[config.mk]
export PLATFORM = sky130hd
export DESIGN_NAME = timer_capture_compare_control
export DESIGN_NICKNAME = d
export VERILOG_FILES = /design/src/verilog/tcc_pkg.sv /design/src/verilog/input_sync.sv /design/src/verilog/pin_drive_unit.sv /design/src/verilog/timer_capture_compare_control.sv
export SDC_FILE = /design/constraint.sdc
export NUM_CORES = 1
export LEC_CHECK = 0
export BUFFER_PORTS_ARGS = -buffer_cell sky130_fd_sc_hd__clkbuf_2
export CAP_MARGIN = 10
export CORE_MARGIN = 8
export CORE_UTILIZATION = 64
export CTS_CLUSTER_DIAMETER = 80
export DETAILED_ROUTE_END_ITERATION = 8
export GPL_ROUTABILITY_DRIVEN = 0
export GPL_TIMING_DRIVEN = 0
export PLACE_DENSITY = 0.85
export SLEW_MARGIN = 20
export SYNTH_ARGS = -nofsm -noshare
export SYNTH_HDL_FRONTEND = slang
export SYNTH_SLANG_ARGS = --single-unit
[constraint.sdc]
create_clock -name clk_i -period 6.92 [get_ports clk_i]
set_clock_uncertainty 0.1 [all_clocks]
set_input_delay 1.384 -clock clk_i [delete_from_list [all_inputs] [get_ports clk_i]]
set_output_delay 1.384 -clock clk_i [all_outputs]
set_load 0.05 [all_outputs]
[src/verilog/tcc_pkg.sv]
/*
 * Constants for the timer with one capture/compare channel: register offsets,
 * control field positions and reset values.
 * Assumes a single 200 MHz clock and a plain strobe register port.
 */
package tcc_pkg;
   localparam int ADDR_W = 8;
   localparam int DATA_W = 16;

   // Register byte offsets
   localparam logic [7:0] OFS_COUNT = 8'h00;
   localparam logic [7:0] OFS_CTL = 8'h04;
   localparam logic [7:0] OFS_CCR = 8'h08;
   localparam logic [7:0] OFS_PERIOD = 8'h0C;
   localparam logic [7:0] OFS_RUN = 8'h10;
   localparam logic [7:0] OFS_STS = 8'h14;
   localparam logic [7:0] OFS_MSK = 8'h18;

   // Channel control field positions
   localparam int EDGE_HI = 15;
   localparam int EDGE_LO = 14;
   localparam int SRC_HI = 13;
   localparam int SRC_LO = 12;
   localparam int SYNC_BIT = 11;
   localparam int LATCH_BIT = 10;
   localparam int CAP_BIT = 8;
   localparam int MODE_HI = 7;
   localparam int MODE_LO = 5;
   localparam int IE_BIT = 4;
   localparam int LEVEL_BIT = 3;
   localparam int OUTV_BIT = 2;
   localparam int COV_BIT = 1;
   localparam int FLAG_BIT = 0;

   // Interrupt status bits
   localparam int STS_W = 3;
   localparam int STS_EVENT = 0;
   localparam int STS_OVF = 1;
   localparam int STS_WRAP = 2;

   // Encodings
   localparam logic [1:0] EDGE_NONE = 2'h0;
   localparam logic [1:0] EDGE_RISE = 2'h1;
   localparam logic [1:0] EDGE_FALL = 2'h2;
   localparam logic [1:0] EDGE_BOTH = 2'h3;
   localparam logic [1:0] SRC_A = 2'h0;
   localparam logic [1:0] SRC_B = 2'h1;
   localparam logic [1:0] SRC_LOW = 2'h2;
   localparam logic [1:0] SRC_HIGH = 2'h3;

   typedef enum logic [2:0] {
      MODE_OUTBIT = 3'b000,
      MODE_SET = 3'b001,
      MODE_TOG_RST = 3'b010,
      MODE_SET_RST = 3'b011,
      MODE_TOG = 3'b100,
      MODE_RST = 3'b101,
      MODE_TOG_SET = 3'b110,
      MODE_RST_SET = 3'b111
   } drive_mode_t;

   // Reset values
   localparam logic [15:0] RST_COUNT = 16'h0000;
   localparam logic [15:0] RST_CCR = 16'h0000;
   localparam logic [15:0] RST_PERIOD = 16'hFFFF;
   localparam logic [15:0] RST_ZERO = 16'h0000;
endpackage : tcc_pkg

[src/verilog/input_sync.sv]
/*
 * Two-stage synchroniser for pin-level inputs.
 * Assumes inputs are asynchronous to clk_i; only stage two is read outside.
 */
module input_sync #(
   parameter int W = 2
) (
   input wire logic clk_i,
   input wire logic rst_i,
   input wire logic [W-1:0] d_i,
   output logic [W-1:0] q_o
);
   logic [W-1:0] meta_ff;
   logic [W-1:0] q_ff;

   always_ff @(posedge clk_i or posedge rst_i) begin
      if (rst_i) begin
         meta_ff <= '0;
         q_ff <= '0;
      end else begin
         meta_ff <= d_i;
         q_ff <= meta_ff;
      end
   end

   assign q_o = q_ff;
endmodule : input_sync

[src/verilog/pin_drive_unit.sv]
/*
 * Channel output stage: eight drive modes steered by compare and period match.
 * Assumes match pulses are one cycle wide and come from the same clock.
 */
module pin_drive_unit
   import tcc_pkg::*;
(
   input wire logic clk_i,
   input wire logic rst_i,
   input wire logic [2:0] mode_i,
   input wire logic out_value_i,
   input wire logic match_i,
   input wire logic period_match_i,
   output logic pin_o
);
   logic out_ff;
   logic nxt_out;

   // Period match acts after match when both land together
   always_comb begin
      nxt_out = out_ff;
      unique case (drive_mode_t'(mode_i))
         MODE_OUTBIT: nxt_out = out_value_i;
         MODE_SET: if (match_i) nxt_out = 1'b1;
         MODE_TOG_RST: begin
            if (match_i) nxt_out = !out_ff;
            if (period_match_i) nxt_out = 1'b0;
         end
         MODE_SET_RST: begin
            if (match_i) nxt_out = 1'b1;
            if (period_match_i) nxt_out = 1'b0;
         end
         MODE_TOG: if (match_i) nxt_out = !out_ff;
         MODE_RST: if (match_i) nxt_out = 1'b0;
         MODE_TOG_SET: begin
            if (match_i) nxt_out = !out_ff;
            if (period_match_i) nxt_out = 1'b1;
         end
         MODE_RST_SET: begin
            if (match_i) nxt_out = 1'b0;
            if (period_match_i) nxt_out = 1'b1;
         end
      endcase
   end

   always_ff @(posedge clk_i or posedge rst_i) begin
      if (rst_i) begin
         out_ff <= 1'b0;
      end else begin
         out_ff <= nxt_out;
      end
   end

   assign pin_o = out_ff;

   a_toggle_on_match: assert property (@(posedge clk_i) disable iff (rst_i)
      (mode_i == 3'b100 && match_i) |=> (pin_o != $past(pin_o)))
      else $error("toggle mode did not toggle on match");
   a_setrst_period: assert property (@(posedge clk_i) disable iff (rst_i)
      (mode_i == 3'b011 && period_match_i) |=> !pin_o)
      else $error("set/reset mode not low after period match");
endmodule : pin_drive_unit

[src/verilog/timer_capture_compare_control.sv]
/*
 * 16-bit timer with one capture/compare channel, its control register,
 * interrupt status/mask and a plain strobe register port.
 * Assumes one clock; input lines are asynchronous pins.
 */
// The plain strobed port and the address map were chosen for this implementation.
module timer_capture_compare_control
   import tcc_pkg::*;
(
   input wire logic clk_i,
   input wire logic rst_i,
   input wire logic [tcc_pkg::ADDR_W-1:0] addr_i,
   input wire logic [tcc_pkg::DATA_W-1:0] wdata_i,
   input wire logic wr_i,
   input wire logic rd_i,
   output logic [tcc_pkg::DATA_W-1:0] rdata_o,
   input wire logic input_a_line_i,
   input wire logic input_b_line_i,
   output logic pin_o,
   output logic irq_o
);
   import tcc_pkg::*;

   ////////////////////////////////////////////////////////////////////////////
   // Input synchronisation and source selection

   logic [1:0] lines_sync;
   logic sel_in;
   logic sel_d_ff;
   logic prev_ff;
   logic det_in;
   logic rise;
   logic fall;
   logic cap_evt;

   input_sync #(
      .W(2)
   ) u_sync (
      .clk_i(clk_i),
      .rst_i(rst_i),
      .d_i({input_b_line_i, input_a_line_i}),
      .q_o(lines_sync)
   );

   logic [1:0] edge_sel_ff;
   logic [1:0] src_sel_ff;
   logic sync_en_ff;
   logic latch_ff;
   logic cap_mode_ff;
   logic [2:0] mode_ff;
   logic ie_ff;
   logic outv_ff;
   logic cov_ff;
   logic flag_ff;

   always_comb begin
      unique case (src_sel_ff)
         SRC_A: sel_in = lines_sync[0];
         SRC_B: sel_in = lines_sync[1];
         SRC_LOW: sel_in = 1'b0;
         SRC_HIGH: sel_in = 1'b1;
      endcase
   end

   // Sync mode costs one cycle of latency but aligns capture to the count
   assign det_in = sync_en_ff ? sel_d_ff : sel_in;
   assign rise = det_in && !prev_ff;
   assign fall = !det_in && prev_ff;

   always_comb begin
      unique case (edge_sel_ff)
         EDGE_NONE: cap_evt = 1'b0;
         EDGE_RISE: cap_evt = rise;
         EDGE_FALL: cap_evt = fall;
         EDGE_BOTH: cap_evt = rise || fall;
      endcase
      cap_evt = cap_evt && cap_mode_ff;
   end

   always_ff @(posedge clk_i or posedge rst_i) begin
      if (rst_i) begin
         sel_d_ff <= 1'b0;
         prev_ff <= 1'b0;
      end else begin
         sel_d_ff <= sel_in;
         prev_ff <= det_in;
      end
   end

   ////////////////////////////////////////////////////////////////////////////
   // Counter, compare register and period

   logic [15:0] count_ff;
   logic [15:0] nxt_count;
   logic [15:0] ccr_ff;
   logic [15:0] nxt_ccr;
   logic [15:0] period_ff;
   logic [15:0] nxt_period;
   logic run_ff;
   logic nxt_run;
   logic match;
   logic period_match;
   logic wr_count;
   logic wr_ctl;
   logic wr_ccr;

   assign wr_count = wr_i && addr_i == OFS_COUNT;
   assign wr_ctl = wr_i && addr_i == OFS_CTL;
   assign wr_ccr = wr_i && addr_i == OFS_CCR;

   // A written count equal to the compare value raises a match like any other count
   assign match = run_ff && count_ff == ccr_ff;
   assign period_match = run_ff && count_ff == period_ff;

   always_comb begin
      nxt_count = count_ff;
      if (wr_count) begin
         nxt_count = wdata_i;
      end else if (period_match) begin
         nxt_count = RST_COUNT;
      end else if (run_ff) begin
         nxt_count = 16'(count_ff + 16'h0001);
      end
      nxt_ccr = ccr_ff;
      if (cap_evt) begin
         nxt_ccr = count_ff;
      end else if (wr_ccr) begin
         nxt_ccr = wdata_i;
      end
      nxt_period = (wr_i && addr_i == OFS_PERIOD) ? wdata_i : period_ff;
      nxt_run = (wr_i && addr_i == OFS_RUN) ? wdata_i[0] : run_ff;
   end

   always_ff @(posedge clk_i or posedge rst_i) begin
      if (rst_i) begin
         count_ff <= RST_COUNT;
         ccr_ff <= RST_CCR;
         period_ff <= RST_PERIOD;
         run_ff <= 1'b0;
      end else begin
         count_ff <= nxt_count;
         ccr_ff <= nxt_ccr;
         period_ff <= nxt_period;
         run_ff <= nxt_run;
      end
   end

   ////////////////////////////////////////////////////////////////////////////
   // Channel control register

   logic [15:0] ctl_rd;
   logic chan_evt;
   logic nxt_flag;
   logic nxt_cov;
   logic nxt_latch;
   logic [11:0] nxt_cfg;
   logic [11:0] cfg_q;

   assign chan_evt = cap_evt || (!cap_mode_ff && match);
   assign cfg_q = {edge_sel_ff, src_sel_ff, sync_en_ff, cap_mode_ff, mode_ff, ie_ff,
                   outv_ff, 1'b0};

   always_comb begin
      nxt_cfg = cfg_q;
      if (wr_ctl) begin
         nxt_cfg = {wdata_i[EDGE_HI:EDGE_LO], wdata_i[SRC_HI:SRC_LO], wdata_i[SYNC_BIT],
                    wdata_i[CAP_BIT], wdata_i[MODE_HI:MODE_LO], wdata_i[IE_BIT],
                    wdata_i[OUTV_BIT], 1'b0};
      end
      // Hardware set wins over a software clear in the same cycle
      nxt_flag = (wr_ctl ? wdata_i[FLAG_BIT] : flag_ff) || chan_evt;
      nxt_cov = (wr_ctl ? wdata_i[COV_BIT] : cov_ff) || (cap_evt && flag_ff);
      nxt_latch = match ? sel_in : latch_ff;
   end

   always_ff @(posedge clk_i or posedge rst_i) begin
      if (rst_i) begin
         edge_sel_ff <= 2'h0;
         src_sel_ff <= 2'h0;
         sync_en_ff <= 1'b0;
         cap_mode_ff <= 1'b0;
         mode_ff <= 3'h0;
         ie_ff <= 1'b0;
         outv_ff <= 1'b0;
         flag_ff <= 1'b0;
         cov_ff <= 1'b0;
         latch_ff <= 1'b0;
      end else begin
         {edge_sel_ff, src_sel_ff, sync_en_ff, cap_mode_ff, mode_ff, ie_ff, outv_ff} <=
            nxt_cfg[11:1];
         flag_ff <= nxt_flag;
         cov_ff <= nxt_cov;
         latch_ff <= nxt_latch;
      end
   end

   always_comb begin
      ctl_rd = RST_ZERO;
      ctl_rd[EDGE_HI:EDGE_LO] = edge_sel_ff;
      ctl_rd[SRC_HI:SRC_LO] = src_sel_ff;
      ctl_rd[SYNC_BIT] = sync_en_ff;
      ctl_rd[LATCH_BIT] = latch_ff;
      ctl_rd[CAP_BIT] = cap_mode_ff;
      ctl_rd[MODE_HI:MODE_LO] = mode_ff;
      ctl_rd[IE_BIT] = ie_ff;
      ctl_rd[LEVEL_BIT] = sel_in;
      ctl_rd[OUTV_BIT] = outv_ff;
      ctl_rd[COV_BIT] = cov_ff;
      ctl_rd[FLAG_BIT] = flag_ff;
   end

   // Channel zero would see match equal to period match; modes 2,3,6,7 useless there
   pin_drive_unit u_drive (
      .clk_i(clk_i),
      .rst_i(rst_i),
      .mode_i(mode_ff),
      .out_value_i(outv_ff),
      .match_i(match),
      .period_match_i(period_match),
      .pin_o(pin_o)
   );

   ////////////////////////////////////////////////////////////////////////////
   // Interrupt status and mask

   logic [STS_W-1:0] sts_ff;
   logic [STS_W-1:0] nxt_sts;
   logic [STS_W-1:0] msk_ff;
   logic [STS_W-1:0] nxt_msk;
   logic [STS_W-1:0] sts_set;
   logic [STS_W-1:0] irq_gate;

   assign sts_set = {period_match, cap_evt && flag_ff, chan_evt};
   // Event term also needs the channel enable
   assign irq_gate = {msk_ff[STS_WRAP], msk_ff[STS_OVF], msk_ff[STS_EVENT] && ie_ff};

   always_comb begin
      nxt_sts = sts_ff;
      if (wr_i && addr_i == OFS_STS) begin
         nxt_sts = sts_ff & ~wdata_i[STS_W-1:0];
      end
      nxt_sts = nxt_sts | sts_set;
      nxt_msk = (wr_i && addr_i == OFS_MSK) ? wdata_i[STS_W-1:0] : msk_ff;
   end

   always_ff @(posedge clk_i or posedge rst_i) begin
      if (rst_i) begin
         sts_ff <= '0;
         msk_ff <= '0;
      end else begin
         sts_ff <= nxt_sts;
         msk_ff <= nxt_msk;
      end
   end

   assign irq_o = |(sts_ff & irq_gate);

   ////////////////////////////////////////////////////////////////////////////
   // Read port

   logic [15:0] rdata_ff;
   logic [15:0] nxt_rdata;

   always_comb begin
      nxt_rdata = RST_ZERO;
      if (rd_i) begin
         unique case (addr_i)
            OFS_COUNT: nxt_rdata = count_ff;
            OFS_CTL: nxt_rdata = ctl_rd;
            OFS_CCR: nxt_rdata = ccr_ff;
            OFS_PERIOD: nxt_rdata = period_ff;
            OFS_RUN: nxt_rdata = {15'h0000, run_ff};
            OFS_STS: nxt_rdata = {13'h0000, sts_ff};
            OFS_MSK: nxt_rdata = {13'h0000, msk_ff};
            default: nxt_rdata = RST_ZERO;
         endcase
      end
   end

   always_ff @(posedge clk_i or posedge rst_i) begin
      if (rst_i) begin
         rdata_ff <= RST_ZERO;
      end else begin
         rdata_ff <= nxt_rdata;
      end
   end

   assign rdata_o = rdata_ff;

   ////////////////////////////////////////////////////////////////////////////
   // Checks

   a_edge_none: assert property (@(posedge clk_i) disable iff (rst_i)
      edge_sel_ff == 2'h0 |-> !cap_evt)
      else $error("capture with edge select off");
   a_rise_capture: assert property (@(posedge clk_i) disable iff (rst_i)
      (cap_mode_ff && edge_sel_ff == 2'h1 && det_in && !prev_ff)
      |=> ccr_ff == $past(count_ff))
      else $error("rising edge did not capture count");
   a_src_const: assert property (@(posedge clk_i) disable iff (rst_i)
      src_sel_ff[1] |-> sel_in == src_sel_ff[0])
      else $error("constant source level wrong");
   a_sync_stage: assert property (@(posedge clk_i) disable iff (rst_i)
      (sync_en_ff && $past(sync_en_ff)) |-> det_in == $past(sel_in))
      else $error("sync capture not delayed one stage");
   a_mode0_pin: assert property (@(posedge clk_i) disable iff (rst_i)
      (mode_ff == 3'h0 && $past(mode_ff) == 3'h0) |-> pin_o == $past(outv_ff))
      else $error("mode zero pin not following out value");
   a_irq_blocked: assert property (@(posedge clk_i) disable iff (rst_i)
      (!ie_ff && (sts_ff[2:1] & msk_ff[2:1]) == 2'h0) |-> !irq_o)
      else $error("interrupt passed with enable clear");
   a_cov_set: assert property (@(posedge clk_i) disable iff (rst_i)
      (cap_evt && flag_ff) |=> cov_ff)
      else $error("overflow not set");
   a_cov_sticky: assert property (@(posedge clk_i) disable iff (rst_i)
      (cov_ff && !wr_ctl) |=> cov_ff)
      else $error("overflow cleared by hardware");
   a_compare_flag: assert property (@(posedge clk_i) disable iff (rst_i)
      (!cap_mode_ff && match) |=> flag_ff)
      else $error("compare match did not set flag");
   a_count_read: assert property (@(posedge clk_i) disable iff (rst_i)
      (rd_i && addr_i == OFS_COUNT) |=> rdata_o == $past(count_ff))
      else $error("count read mismatch");
   a_level_read: assert property (@(posedge clk_i) disable iff (rst_i)
      (rd_i && addr_i == OFS_CTL) |=> rdata_o[3] == $past(sel_in))
      else $error("input level bit wrong");

   c_capture: cover property (@(posedge clk_i) disable iff (rst_i) cap_evt);
   c_overflow: cover property (@(posedge clk_i) disable iff (rst_i) cap_evt && flag_ff);
   c_irq: cover property (@(posedge clk_i) disable iff (rst_i) irq_o);
endmodule : timer_capture_compare_control

# Word-level counts from Yosys, hierarchy flattened
# Cells that the tools add are included.
classes:
  eq_ne: 21
  addsub: 1
  n_mux: 21
  bitwise: 4
  reduce_logical: 30
op_table:
  columns: ["op", "n"]
  rows:
  - ["$pmux W16 S7", 1]
  - ["$mux W16", 6]
  - ["$eq A16 B16 Y1", 2]
  - ["$eq A8 B5 Y1 const B", 3]
  - ["$add A16 B1 Y16 const B", 1]
  - ["$eq A8 B4 Y1 const B", 2]
  - ["$logic_and A1 B1 Y1", 15]
  - ["$eq A3 B3 Y1 const B", 4]
  - ["$mux W1", 10]
  - ["$eq A2 B2 Y1 const B", 4]
  - ["$eq A8 B3 Y1 const B", 1]
  - ["$logic_not A8 Y1", 1]
  - ["$pmux W1 S4", 2]
  - ["$pmux W1 S8", 1]
  - ["$and A3 B3 Y3", 2]
  - ["$eq A3 B2 Y1 const B", 2]
  - ["$eq A2 B1 Y1 const B", 2]
  - ["$logic_not A1 Y1", 4]
  - ["$logic_not A2 Y1", 2]
  - ["$logic_or A1 B1 Y1", 4]
  - ["$eq A3 B1 Y1 const B", 1]
  - ["$logic_not A3 Y1", 1]
  - ["$mux W3", 1]
  - ["$not A3 Y3", 1]
  - ["4 further kinds", 4]
word_totals:
  regBits: 92

# Depth between registers and ports, before layout
depth:
  ltp_word: 10
  depth_mapped: 13
  ltp_nobuf: 10

# Cells and area by module
# From an unflattened synthesis, not the netlist that was laid out.
hier_totals:
  cells_unflattened: 471
  hier_area_um2: 5222.5
modules_own_cells:
  columns: ["mod", "seq_area_each_um2", "instances", "area_per_inst_um2", "cells_per_inst"]
  rows:
  - ["timer_capture_compare_control", 2197.1, 1, 5011.1, 452]
  - ["pin_drive_unit", 25.0, 1, 107.6, 14]
  - ["input_sync", 100.1, 1, 103.8, 5]

# Worst setup path before layout
# No wires, ideal clock.
synth_path:
  path_kind: "input -> register"
  from: "input addr_i[1] in the netlist's numbering"
  to: "register cap_mode_ff"
  arrival_ps: 2842
  setup_ps: 127
  path_buffers: 2
  cell_stages: 6
  required_time_ps: 6693
  slack_ps: 3851
  cell_sequence: "or4_4 -> nor3_2 -> and3_1 -> buf_4 -> buf_6 -> mux2_1"
synth_via:
  elab_chain_len: 2
synth_rtl:
  columns: ["item", "line", "source"]
  rows:
  - ["start: declaration", "timer_capture_compare_control.sv:12", "input wire logic [tcc_pkg::ADDR_W-1:0] addr_i,"]
  - ["$eq A8 B3 Y1", "timer_capture_compare_control.sv:108", "assign wr_ctl = wr_i && addr_i == OFS_CTL;"]
  - ["$logic_and A1 B1 Y1", "timer_capture_compare_control.sv:108", null]
  - ["end signal: assignment", "timer_capture_compare_control.sv:189", "{edge_sel_ff, src_sel_ff, sync_en_ff, cap_mode_ff, mode_ff, ie_ff, outv_ff} <="]
  - ["end: declaration", "timer_capture_compare_control.sv:49", "logic cap_mode_ff;"]
# No other way between the ends.
# A chain may end at the register's enable or synchronous reset.

# Worst setup path in the final report
layout_path:
  from: "register src_sel_ff[1]"
  to: "register ccr_ff[3]"
layout_via:
  elab_chain_len: 9
  elab_cells_between_ends: 14
  classes_between: "eq/ne (3); mux (4); reduce/logical (7)"
layout_rtl:
  columns: ["item", "line", "source"]
  rows:
  - ["start: declaration", "timer_capture_compare_control.sv:46", "logic [1:0] src_sel_ff;"]
  - ["start signal: assignment", "timer_capture_compare_control.sv:189", null]
  - ["$eq A2 B2 Y1 (tied with other cells)", "timer_capture_compare_control.sv:57", "unique case (src_sel_ff)"]
  - ["$pmux W1 S4 (*)", "timer_capture_compare_control.sv:57", null]
  - ["named net sel_in", "timer_capture_compare_control.sv:28", "logic sel_in;"]
  - ["$mux W1 (*)", "timer_capture_compare_control.sv:66", "assign det_in = sync_en_ff ? sel_d_ff : sel_in;"]
  - ["named net det_in", "timer_capture_compare_control.sv:31", "logic det_in;"]
  - ["$logic_not A1 Y1", "timer_capture_compare_control.sv:68", "assign fall = !det_in && prev_ff;"]
  - ["$logic_and A1 B1 Y1", "timer_capture_compare_control.sv:68", null]
  - ["$logic_or A1 B1 Y1", "timer_capture_compare_control.sv:75", "EDGE_BOTH: cap_evt = rise || fall;"]
  - ["$pmux W1 S4 (*)", "timer_capture_compare_control.sv:71", "unique case (edge_sel_ff)"]
  - ["$logic_and A1 B1 Y1 (*)", "timer_capture_compare_control.sv:77", "cap_evt = cap_evt && cap_mode_ff;"]
  - ["$mux W16 or $reduce_bool A2 Y1 (tied branches)", null, null]
  - ["end signal: assignment", "timer_capture_compare_control.sv:142", "ccr_ff <= nxt_ccr;"]
  - ["end: declaration", "timer_capture_compare_control.sv:95", "logic [15:0] ccr_ff;"]
# The timed path passes the listed nets; every way through them passes the cells marked *.

==> flow_summary.ini <==
[status]
outcome = complete, no violations

[cells_and_area]
area_growth_pct = 11.5
layout_common_cells = dfrtp_1 (76), mux2_2 (46), clkbuf_2 (46)
layout.nets = 556
drive_gt1_share_pct = 30.2
multiInputGateArea_um2 = 2550
fillers = 539
layout_commonest_cell = dfrtp_1
n_antenna_cell = 0
seq_area_um2 = 2320

[drt]
wl_per_cell_um = 21.7
num_vias = 3959
ant_nets = 0
drt-pass1-iter-count = 5
drc_errors = 0
drt-total-wl_mm = 13.7
vias_per_cell = 6.30
drtIter0Drc = 283

[synth]
ys.warnings.count = 0
async_flop_share_pct = 100
dominantRegCellSynth = dfrtp_1
synth_simple_gate_area_share_pct = 12.0
synth_mux_area_share_pct = 21.6
syn_area_um2 = 5140
synth.distinct_cells = 50
yosysTopAreaCellShare_pct = 37.0
syn_area_per_cell_um2 = 11.1
synthTopCellsByArea = dfrtp_1 (37%), mux2_2 (10%), dfstp_2 (8.2%), mux2i_1 (6.0%), xnor2_1 (6.0%)
netlist_instances = 463
syn_nets = 498
synth-xor-area-share_pct = 7.50
yosys.area.top_type = dfrtp_1
synth_edf_count = 0
yosysSeqAreaShare_pct = 45.2
synthAdderAreaFrac_pct = 1.22
synth_top_family_by_area = multiplexers
synth-compound-area-share_pct = 7.38
ys_ff_latch = 92

[setup_path]
critical_path_peak_fanout = 10
required_ns = 7.07
r2r_setup_slack_ns = 3.39
cp-start-kind = flop
critical-path-max-stage-delay_ns = 0.51
cp_slowest_cell = o21ai_0
crit_arrival_ns = 3.69
worstSetupPathType = reg2reg
crit_family = multiplexers
cp.buffers_inverters = 2
crit_path_end_kind = flop
path_cells = nand2b_1 -> o21ai_0 -> mux2_2 -> ha_1 -> nor2b_1 -> o21ai_1 -> a21boi_0 -> buf_2 -> buf_2 -> mux2_2 -> mux2_1

[power_and_ir_drop]
p_leak_nw = 2.53
p_per_area_nw_per_um2 = 249
pwr-share-comb_pct = 29.7
p_clk_share_pct = 26.4
switchingPower_mw = 0.476
seq_power_share_pct = 43.9
swShare_pct = 33.4
p_int_mw = 0.951
ir_worst_vdd_mv = 0.183

[sta]
fin_setup_tns_ns = 0
worstMarginPinSlew_ns = 0.971
hold_ws_ns = 0.276
post-route-min-period_ns = 3.53
slew_headroom_pct = 35.3
setup_violations = 0
rsz0062_at_grt = false
post-route-period-util_pct = 51.1
slew_viol_final = 0
hold_viol = 0
fmax_ghz = 0.283

[placement]
hpwl_mm = 9.63
io_buffers = 46

[clock_tree]
clock_path_buffers = 2
cts_resized = 0
cts_sinks = 92
path_clk_slew_ns = 0.09
insertion_delay_ns = 0.37
hold_buffers = 0
cts_setup_buffers = 0
htreeDepth = 3
cts_buffers = 9
tritoncts = yes
cts-root-buf = clkbuf_8

[run]
maxCapViolCount = 0

[global_routing]
grt_usage_pct = 25.0
grt_max_degree = 59
antenna_found_initial = 0
grt_pass1_vias = 4134
globalRoute.totalOverflow = 0
grt_pass1_wl_mm = 21.8

[floorplanning]
ioPinCount = 48
start_util_pct = 66.1
core_area_um2 = 7770
dieArea_um2 = 11100
die_h_um = 106
row_count = 32
die_w_um = 106

[worst_hold_path]
min_path_type = reg2reg
cells in the mapped netlist (5+ instances only):
cell and instances:
dfrtp_1 76, xnor2_1 35, nand2_1 40, mux2_1 21, a21oi_1 5, clkbuf_1 13, mux2i_1 31, o22a_1 11
nand3_1 10, ha_1 5, o21ai_0 7, nor4_1 5, buf_4 6, nor2_1 24, dfstp_2 16, o31ai_1 15
mux2_2 46, xor2_1 9, nor3_1 6, nand4_1 11, inv_1 11, buf_2 15
cell families after synthesis:
| family | Yosys count |
|---|---|
| and+or+nand+nor | 120 |
| muxes | 100 |
| buffers and inverters | 50 |
| adders and majority gates | 5 |
| xor gates and xnor gates | 44 |
| AOI/OAI and AO/OA | 52 |
| DFF | 92 |
metrics by stage:
step	worst slack, ns	util [%]	area, um^2	instances	power, mW
floorplan	3.07	-	5140	463	0.937
global placement	2.07	70.7	5490	611	1.02
detailed placement	3.46	71.1	5520	612	1.05
CTS	3.45	73.7	5730	628	1.42
global route	3.28	73.7	5730	628	1.49
finish	3.39	73.7	5730	628	1.43
worst paths after layout:
check,from,endpoint,cells after the start
min in group asynchronous,rst_i,rdata_o[2],2
worst max register to register,src_sel_ff[1],ccr_ff[3],11
worst min-delay path,u_sync.meta_ff[1],u_sync.q_o[1],0
worst min register to register,u_sync.meta_ff[1],u_sync.q_o[1],0
max in group asynchronous,rst_i,period_ff[12],3
worst max-delay path,src_sel_ff[1],ccr_ff[3],11
flip-flops by register name, indices dropped and copies added (netlist names):
register and flops:
period_ff 16, sel_d_ff 1, u_sync.meta_ff 2, sync_en_ff 1
cap_mode_ff 1, u_sync.q_o 2, rdata_o 16, prev_ff 1
count_ff 16, src_sel_ff 2, flag_ff 1, ie_ff 1
u_drive.pin_o 1, latch_ff 1, ccr_ff 16, mode_ff 3
edge_sel_ff 2, run_ff 1, msk_ff 3, sts_ff 3
outv_ff 1, cov_ff 1
worst register-to-register path, stage by stage, from the launching register on:
cell	delay, ns
dfrtp_1	0.42
nand2b_1	0.15
o21ai_0	0.51
mux2_2	0.33
ha_1	0.25
nor2b_1	0.12
o21ai_1	0.07
a21boi_0	0.14
buf_2	0.31
buf_2	0.34
mux2_2	0.38
mux2_1	0.30
per-layer routing:
metal  GRT usage [%]  up-vias  share of wire (%)
met5               0        -                  0
met4            12.8        0                3.5
met3            6.39       47                8.4
met2            40.3      197                 48
met1            30.4     1965                 40
li1                -     1750                  -
power groups by stage:
stage,sequential [mW],combinational (mW),clock (mW)
2_1_floorplan,0.626,0.311,0
3_3_place_gp,0.631,0.393,0
3_5_place_dp,0.635,0.412,0
4_1_cts,0.626,0.417,0.379
5_1_grt,0.632,0.457,0.401
6_report,0.627,0.423,0.377
final cells by class:
class	count	share of cell area, %
Inverter	11	0.765
Timing Repair Buffer	47	4.50
Clock inverter	5	1.05
Tap cell	102	2.23
Buffer	39	3.80
Multi-Input combinational cell	321	44.6
Sequential cell	92	40.6
Clock buffer	11	2.47
(Power assumes the default switching activity.)
